--- src/fsp_pkg.sv ---
// Purpose: shared constants and types of the flash self-program controller
// Assumes: 10 MHz sys_clk, 16-bit address pointer, byte-wide control register
// Notes: the device pins travel as two packed structs
package fsp_pkg;
    localparam int CLK_MHZ = 10;
    localparam int PROG_TIME_MAX_US = 4500;
    localparam int PROG_TIMEOUT_CYC = PROG_TIME_MAX_US * CLK_MHZ;
    localparam int DONE_CNT_W = 16;

    // control byte patterns, the don't-care top bit written as zero
    localparam logic [7:0] CTL_FILL = 8'h01;
    localparam logic [7:0] CTL_ERASE = 8'h03;
    localparam logic [7:0] CTL_WRITE = 8'h05;
    localparam logic [7:0] CTL_LOCK = 8'h09;
    localparam logic [7:0] CTL_REENABLE = 8'h11;
    localparam int BIT_OP_ENABLE = 0;
    localparam int BIT_SECTION_BUSY = 6;

    localparam logic [15:0] PTR_LOCK = 16'h0001;
    localparam logic [1:0] LOCK_PAD = 2'h3;

    // software registers
    localparam int ADDR_W = 4;
    localparam int DATA_W = 16;
    localparam logic [3:0] REG_CMD = 4'h0;
    localparam logic [3:0] REG_PAGE = 4'h1;
    localparam logic [3:0] REG_ARG = 4'h2;
    localparam logic [3:0] REG_STATUS = 4'h3;
    localparam logic [3:0] REG_RESULT = 4'h4;
    localparam logic [3:0] REG_MEM_ADDR = 4'h5;
    localparam logic [3:0] REG_MEM_DATA = 4'h6;

    localparam logic [2:0] OP_FILL = 3'h1;
    localparam logic [2:0] OP_ERASE = 3'h2;
    localparam logic [2:0] OP_WRITE = 3'h3;
    localparam logic [2:0] OP_REENABLE = 3'h4;
    localparam logic [2:0] OP_LOCK = 3'h5;
    localparam logic [2:0] OP_READ = 3'h6;

    typedef enum logic [7:0] {
        ST_IDLE = 8'h01,
        ST_WAIT_EE = 8'h02,
        ST_WAIT_FREE = 8'h04,
        ST_SET_CTL = 8'h08,
        ST_STORE = 8'h10,
        ST_LOAD = 8'h20,
        ST_WAIT_RD = 8'h40,
        ST_WAIT_DONE = 8'h80
    } fsp_state_t;

    typedef struct packed {
        logic ctl_wr;
        logic [7:0] ctl_wdata;
        logic store;
        logic load;
        logic [15:0] ptr;
        logic [15:0] word_data_pair;
    } fsp_dev_out_t;

    typedef struct packed {
        logic [7:0] ctl_rdata;
        logic [7:0] load_data;
        logic load_valid;
        logic eeprom_write_busy;
        logic cpu_halt;
    } fsp_dev_in_t;
endpackage

--- src/fsp_ctrl.sv ---
// Purpose: drives the flash self-program sequencer like the core would
// Assumes: device pins synchronous to sys_clk, one command at a time
// Notes: software orders come in over a plain strobe port
`timescale 1ns/1ns
module fsp_ctrl #(
    parameter int WORD_BITS = 7,
    parameter int TIMEOUT_CYCLES = fsp_pkg::PROG_TIMEOUT_CYC
) (
    input wire logic sys_clk,
    input wire logic arst_n,
    input wire logic [fsp_pkg::ADDR_W-1:0] addr,
    input wire logic [fsp_pkg::DATA_W-1:0] wdata,
    input wire logic wr,
    input wire logic rd,
    output logic [fsp_pkg::DATA_W-1:0] rdata,
    output fsp_pkg::fsp_dev_out_t dev_o,
    input wire fsp_pkg::fsp_dev_in_t dev_i
);
    localparam logic [7:0] LAST_IDX = 8'((1 << WORD_BITS) - 1);
    localparam logic [fsp_pkg::DONE_CNT_W-1:0] TMO = fsp_pkg::DONE_CNT_W'(TIMEOUT_CYCLES);

    typedef struct packed {
        fsp_pkg::fsp_state_t st;
        logic [2:0] op;
        logic [15:0] page;
        logic [7:0] arg;
        logic [7:0] idx;
        logic [7:0] mem_addr;
        logic [fsp_pkg::DONE_CNT_W-1:0] tmo;
        logic [7:0] result;
        logic busy;
        logic done;
        logic err;
        logic lost;
        logic loaded;
        logic [fsp_pkg::DATA_W-1:0] rdata;
        fsp_pkg::fsp_dev_out_t dev;
    } fsp_ctrl_state_t;

    fsp_ctrl_state_t s;
    fsp_ctrl_state_t next_s;
    logic [15:0] mem_word;
    logic mem_wr;

    function automatic logic [7:0] fsp_pattern(input logic [2:0] op);
        case (op)
            fsp_pkg::OP_FILL: fsp_pattern = fsp_pkg::CTL_FILL;
            fsp_pkg::OP_ERASE: fsp_pattern = fsp_pkg::CTL_ERASE;
            fsp_pkg::OP_WRITE: fsp_pattern = fsp_pkg::CTL_WRITE;
            fsp_pkg::OP_REENABLE: fsp_pattern = fsp_pkg::CTL_REENABLE;
            default: fsp_pattern = fsp_pkg::CTL_LOCK;
        endcase
    endfunction

    function automatic logic fsp_op_valid(input logic [2:0] op);
        fsp_op_valid = (op >= fsp_pkg::OP_FILL) && (op <= fsp_pkg::OP_READ);
    endfunction

    function automatic logic [15:0] fsp_page_ptr(input logic [15:0] page);
        fsp_page_ptr = 16'(page << (WORD_BITS + 1));
    endfunction

    assign mem_wr = wr && (addr == fsp_pkg::REG_MEM_DATA) && !s.busy;

    fsp_page_mem #(
        .WIDTH(16),
        .AW(WORD_BITS)
    ) u_mem (
        .sys_clk(sys_clk),
        .arst_n(arst_n),
        .wr_en(mem_wr),
        .wr_addr(s.mem_addr[WORD_BITS-1:0]),
        .wr_data(wdata),
        .rd_addr(s.idx[WORD_BITS-1:0]),
        .rd_data(mem_word)
    );

    always_comb begin
        next_s = s;
        next_s.dev.ctl_wr = 1'b0;
        next_s.dev.store = 1'b0;
        next_s.dev.load = 1'b0;
        next_s.rdata = '0;

        // software port; command and page are refused while an operation runs
        if (wr) begin
            case (addr)
                fsp_pkg::REG_PAGE: if (!s.busy) next_s.page = wdata;
                fsp_pkg::REG_ARG: if (!s.busy) next_s.arg = wdata[7:0];
                fsp_pkg::REG_MEM_ADDR: if (!s.busy) next_s.mem_addr = wdata[7:0];
                fsp_pkg::REG_MEM_DATA: if (!s.busy) next_s.mem_addr = s.mem_addr + 8'h01;
                default: ;
            endcase
        end
        if (rd) begin
            case (addr)
                fsp_pkg::REG_PAGE: next_s.rdata = s.page;
                fsp_pkg::REG_ARG: next_s.rdata = {8'h00, s.arg};
                fsp_pkg::REG_STATUS: next_s.rdata = {10'h000, s.loaded,
                    dev_i.ctl_rdata[fsp_pkg::BIT_SECTION_BUSY], s.lost, s.err, s.done, s.busy};
                fsp_pkg::REG_RESULT: next_s.rdata = {8'h00, s.result};
                fsp_pkg::REG_MEM_ADDR: next_s.rdata = {8'h00, s.mem_addr};
                default: next_s.rdata = '0;
            endcase
        end

        case (s.st)
            fsp_pkg::ST_IDLE: begin
                next_s.busy = 1'b0;
                if (wr && addr == fsp_pkg::REG_CMD && fsp_op_valid(wdata[2:0])) begin
                    next_s.op = wdata[2:0];
                    next_s.idx = '0;
                    next_s.done = 1'b0;
                    next_s.err = 1'b0;
                    if (wdata[2:0] == fsp_pkg::OP_FILL) begin
                        next_s.lost = 1'b0;
                    end
                    next_s.busy = 1'b1;
                    next_s.st = fsp_pkg::ST_WAIT_EE;
                end
            end
            fsp_pkg::ST_WAIT_EE: begin
                // control register is only touched with the eeprom idle
                if (!dev_i.eeprom_write_busy) begin
                    next_s.st = fsp_pkg::ST_WAIT_FREE;
                end
            end
            fsp_pkg::ST_WAIT_FREE: begin
                // a previous operation still owns the enable bit
                if (dev_i.eeprom_write_busy) begin
                    next_s.st = fsp_pkg::ST_WAIT_EE;
                end else if (!dev_i.cpu_halt && !dev_i.ctl_rdata[fsp_pkg::BIT_OP_ENABLE]) begin
                    next_s.st = fsp_pkg::ST_SET_CTL;
                end
            end
            fsp_pkg::ST_SET_CTL: begin
                next_s.dev.ctl_wr = 1'b1;
                next_s.dev.word_data_pair = '0;
                next_s.dev.ctl_wdata = fsp_pattern(s.op);
                next_s.st = fsp_pkg::ST_STORE;
                case (s.op)
                    fsp_pkg::OP_FILL: begin
                        next_s.dev.ptr = fsp_page_ptr(s.page) | 16'({s.idx, 1'b0});
                        next_s.dev.word_data_pair = mem_word;
                    end
                    fsp_pkg::OP_ERASE, fsp_pkg::OP_WRITE: begin
                        next_s.dev.ptr = fsp_page_ptr(s.page);
                    end
                    fsp_pkg::OP_LOCK: begin
                        next_s.dev.ptr = fsp_pkg::PTR_LOCK;
                        next_s.dev.word_data_pair = {8'h00, fsp_pkg::LOCK_PAD, s.arg[3:0],
                            fsp_pkg::LOCK_PAD};
                    end
                    fsp_pkg::OP_READ: begin
                        next_s.dev.ptr = {14'h0000, s.arg[1:0]};
                        next_s.st = fsp_pkg::ST_LOAD;
                    end
                    default: next_s.dev.ptr = '0;
                endcase
                // an eeprom write starting now still beats the control write; pins keep their values
                if (dev_i.eeprom_write_busy) begin
                    next_s.dev = s.dev;
                    next_s.dev.ctl_wr = 1'b0;
                    next_s.st = fsp_pkg::ST_WAIT_EE;
                end
            end
            fsp_pkg::ST_STORE: begin
                // store follows the control write by one cycle, well inside four
                next_s.dev.store = 1'b1;
                next_s.tmo = '0;
                next_s.st = fsp_pkg::ST_WAIT_DONE;
            end
            fsp_pkg::ST_LOAD: begin
                // load follows the control write by one cycle, inside three
                next_s.dev.load = 1'b1;
                next_s.tmo = '0;
                next_s.st = fsp_pkg::ST_WAIT_RD;
            end
            fsp_pkg::ST_WAIT_RD: begin
                next_s.tmo = s.tmo + fsp_pkg::DONE_CNT_W'(1);
                if (dev_i.load_valid) begin
                    next_s.result = dev_i.load_data;
                    next_s.done = 1'b1;
                    next_s.st = fsp_pkg::ST_IDLE;
                end else if (s.tmo >= TMO) begin
                    next_s.err = 1'b1;
                    next_s.st = fsp_pkg::ST_IDLE;
                end
            end
            fsp_pkg::ST_WAIT_DONE: begin
                // a halted core does nothing, but the bound still runs
                next_s.tmo = s.tmo + fsp_pkg::DONE_CNT_W'(1);
                if (!dev_i.cpu_halt && !dev_i.ctl_rdata[fsp_pkg::BIT_OP_ENABLE]) begin
                    if (s.op == fsp_pkg::OP_FILL) begin
                        next_s.loaded = 1'b1;
                    end
                    if (s.op == fsp_pkg::OP_WRITE || s.op == fsp_pkg::OP_REENABLE) begin
                        next_s.loaded = 1'b0;
                    end
                    if (s.op == fsp_pkg::OP_FILL && s.idx != LAST_IDX) begin
                        next_s.idx = s.idx + 8'h01;
                        next_s.st = fsp_pkg::ST_WAIT_EE;
                    end else begin
                        next_s.done = 1'b1;
                        next_s.st = fsp_pkg::ST_IDLE;
                    end
                end else if (s.tmo >= TMO) begin
                    next_s.err = 1'b1;
                    next_s.st = fsp_pkg::ST_IDLE;
                end
            end
            default: begin
                next_s.st = fsp_pkg::ST_IDLE;
            end
        endcase

        // an eeprom write with words already in the buffer wipes them; placed last so
        // the loss wins over a fill finishing or a new fill clearing the flag
        if (s.loaded && dev_i.eeprom_write_busy) begin
            next_s.loaded = 1'b0;
            next_s.lost = 1'b1;
        end
    end

    always_ff @(posedge sys_clk or negedge arst_n) begin
        if (!arst_n) begin
            s <= '{st: fsp_pkg::ST_IDLE, default: '0};
        end else begin
            s <= next_s;
        end
    end

    assign rdata = s.rdata;
    assign dev_o = s.dev;
endmodule

--- src/fsp_page_mem.sv ---
// Purpose: word store holding one page image before it is loaded into the device
// Assumes: one write port, one read port, read data registered
// Notes: array itself is not reset, only the read register
`timescale 1ns/1ns
module fsp_page_mem #(
    parameter int WIDTH = 16,
    parameter int AW = 7
) (
    input wire logic sys_clk,
    input wire logic arst_n,
    input wire logic wr_en,
    input wire logic [AW-1:0] wr_addr,
    input wire logic [WIDTH-1:0] wr_data,
    input wire logic [AW-1:0] rd_addr,
    output logic [WIDTH-1:0] rd_data
);
    logic [WIDTH-1:0] mem [0:(1<<AW)-1];

    always_ff @(posedge sys_clk) begin
        if (wr_en) begin
            mem[wr_addr] <= wr_data;
        end
    end

    always_ff @(posedge sys_clk or negedge arst_n) begin
        if (!arst_n) begin
            rd_data <= '0;
        end else begin
            rd_data <= mem[rd_addr];
        end
    end
endmodule

--- config.mk ---
export PLATFORM = sky130hd
export DESIGN_NAME = fsp_ctrl
export DESIGN_NICKNAME = d
export VERILOG_FILES = /design/src/fsp_pkg.sv /design/src/fsp_ctrl.sv /design/src/fsp_page_mem.sv
export SDC_FILE = /design/constraint.sdc
export NUM_CORES = 2
export LEC_CHECK = 0
export ABC_AREA = 1
export BUFFER_PORTS_ARGS = -buffer_cell sky130_fd_sc_hd__buf_2
export CORE_ASPECT_RATIO = 1.2
export CORE_MARGIN = 4
export CORE_UTILIZATION = 55
export DETAILED_ROUTE_END_ITERATION = 16
export PLACE_DENSITY_LB_ADDON = 0.3
export SKIP_CTS_REPAIR_TIMING = 1
export SLEW_MARGIN = 15
export SYNTH_ARGS = -nofsm -noshare
export SYNTH_HDL_FRONTEND = slang
export SYNTH_SLANG_ARGS = --single-unit
--- constraint.sdc ---
create_clock -name sys_clk -period 3.32 [get_ports sys_clk]
set_input_delay 0.332 -clock sys_clk [delete_from_list [all_inputs] [get_ports sys_clk]]
set_output_delay 0.332 -clock sys_clk [all_outputs]
set_load 0.05 [all_outputs]
==> results.cfg <==
[cts]
clk-insertion-delay-late_ps = 850
clk_path_buf_depth = 3
cts_tree = done
clock-sinks = 2200
h-tree-depth = 4
clk_pin_slew_ps = 70
root_buffer = clkbuf_16
numCtsBuffers = 201

[worst_setup_path]
worstRegToRegCells = 13
critPathMaxFanout = 96
r2r-end = u_mem.rd_data[10]$_DFF_PN0_
startpoint_type = flip-flop
startpoint = s[96]$_DFFE_PN0P_
reg2reg_slack_ps = 300
rr_startpoint = s[96]$_DFFE_PN0P_
crit_type = flip-flop to flip-flop
worstPathArrival_ps = 3750
crit_required_ps = 4040
crit_path_end_kind = flip-flop
endpoint = u_mem.rd_data[10]$_DFF_PN0_

[die]
start_util = 0.554
design.die.area_um2 = 177000
ioPinCount = 102
die_y_um = 460
core_area_um2 = 169000
rows = 165
die_w_um = 385

[timing]
hold_violations = 1
fin_ws_ps = 298
relSlewSlack = 0.259
rsz0062_at_grt = no
skew_ps = 49.1
worst_hold_slack_ps = -17.3
timing.final.crit_share = 0.910
setup-tns-final_ps = 0
max_freq_mhz = 331
setup_viol = 0
slew_violations = 0
tightestPinTransition_ps = 1110
post-route-min-period_ps = 3020

[outcome]
status = finished with violations
violations = hold timing

[grt]
grtUsageTotal = 0.273
grt_pass1_wl_um = 365000
grt_pass1_vias = 60700
grt_max_degree = 120
grt_overflow = 0
antenna_found_initial = 4

[cells_and_area]
fin_util = 0.618
drive_above_1_share = 0.0818
final_cells = 11500
syn2layout_area_growth_pct = 11.5
fin_nets = 9149

[detailed_routing]
via_per_inst = 5.56
drtIter0Drc = 7898
drt_wl_total_um = 244000
firstDrtPassIters = 7
drc_errors = 0
drt-wirelength-per-cell_um = 21.2
vias = 64100
antenna_left = 0

[synth]
synth_edf_count = 2048
synthTopCellsByCount = nand2_1 (2724), edfxtp_1 (2048), nor2_1 (1123)
synthTopCellsByArea = edfxtp_1 (66%), nand2_1 (11%), nor2_1 (4.5%), nand3_1 (4.5%), dfrtp_1 (4.0%)
synth_top_area_share = 0.657
syn_avg_cell_area_um2 = 10.4
synth-seq-cells = 2200
synth_most_common_cell = nand2_1
synth_cells = 8969
ys_warn_count = 0
ys_seq_area_frac = 0.698
synth_area_leader_cell = edfxtp_1
syn_area_um2 = 93600
synth_ff_type = edfxtp_1
ys_types = 47
async_flop_share = 0.0691

[placement]
gp_congestion = 0.915
dp.cells = 11100
pre_cts_slack_ps = 173
dp_hpwl_um = 141000
portBuffers = 92

[pwr]
ir_drop_uv = 681
power.density_nw_per_um2 = 577
power_leakage_nw = 42.3

[job]
max_cap_viol_count = 0

[hold_path]
min_path_type = primary input to flip-flop
## cell families after synthesis
family | synth area share
and+or+nand+nor | 0.204
DFF | 0.698
buffers and inverters | 0.0645
AOI/OAI and AO/OA | 0.0322
muxes | 0.000963
xor gates and xnor gates | 0.000561
adders and majority gates | 0.000535
other | 0.0000401
## worst min path at each step
stage                                end  startpoint  slack, ps  depth (start not counted)
floorplan           dev_o[0]$_DFFE_PN0P_      arst_n         40                          0
global placement      rdata[0]$_DFF_PN0_      arst_n        430                          1
detailed placement    rdata[0]$_DFF_PN0_      arst_n        430                          1
CTS                   rdata[0]$_DFF_PN0_      arst_n       -480                          1
global route          s[133]$_DFFE_PN0P_   dev_i[11]          2                          5
finish                s[133]$_DFFE_PN0P_   dev_i[11]        -20                          5
## registers in the layout, indices dropped and copies added, names as in the netlist
name and count:
dev_o 40, u_mem.rd_data 16, s 80, rdata 16
u_mem.mem 2048
## area by class of cell
type                       instances  area [um2]
antenna                            1        2.50
clock buffer                     275        5520
clock inverter                    97         931
fill                           12800       64500
inverter                         910        3470
multi-input combinational       5344       22300
sequential                      2200       65300
tap                             2254        2820
timing repair buffer             445        3980
## critical path, cell delays in order, from the launching register on
cell and delay (ps):
dfrtp_4 560, buf_12 220, buf_4 170, buf_12 320, buf_4 270, nand2_1 70, nand3_1 70, nand3_1 120
nand3_1 110, nand2_1 130, nand2_1 90, nand3_1 170, nor2_1 390, nor2_1 70
## power by group
group / internal, W / switching [W] / leakage [nW]
clock network: 0.0125 / 0.0101 / 3.17
registers: 0.0305 / 0.000263 / 20.4
logic: 0.00188 / 0.00494 / 18.8
total: 0.0449 / 0.0153 / 42.3
## layer usage
layer | vias to the layer above | track usage | wire length (um)
met3 | 539 | 0.0493 | 24100
li1 | 29700 | - | -
met2 | 3345 | 0.443 | 116000
met1 | 30600 | 0.361 | 92500
met5 | - | 0 | 0
met4 | 0 | 0.126 | 11700
## stage by stage
step	area, um2	total power [W]
2_1_floorplan	93600	0.0352
4_1_cts	104000	0.0603
5_1_grt	104000	0.0622
3_3_place_gp	97600	0.0379
3_5_place_dp	97600	0.0380
6_report	104000	0.0602
## cell usage in the layout (no fill, tap or decap), types with 6 or more instances in the layout
cell           count
a31oi_1            8
o31ai_1            9
o22ai_1            6
clkinv_1          35
clkinv_2          37
clkbuf_1          51
nand2_1         2724
nor2_2             6
bufinv_16         10
or2_2              8
clkbuf_16        203
dfrtp_1          148
nor3_1            12
clkbuf_8          14
o211ai_1          17
o21ai_0          416
nand3_1          842
clkbuf_4           7
nand4_1           13
dlygate4sd3_1     24
buf_4            280
buf_2             75
inv_1            900
o21ai_1           48
buf_12            59
nor2_1          1121
a21oi_1           54
buf_6              7
mux2_2             8
inv_16             7
edfxtp_1        2048
xor2_1             6
(Power assumes the default switching activity.)
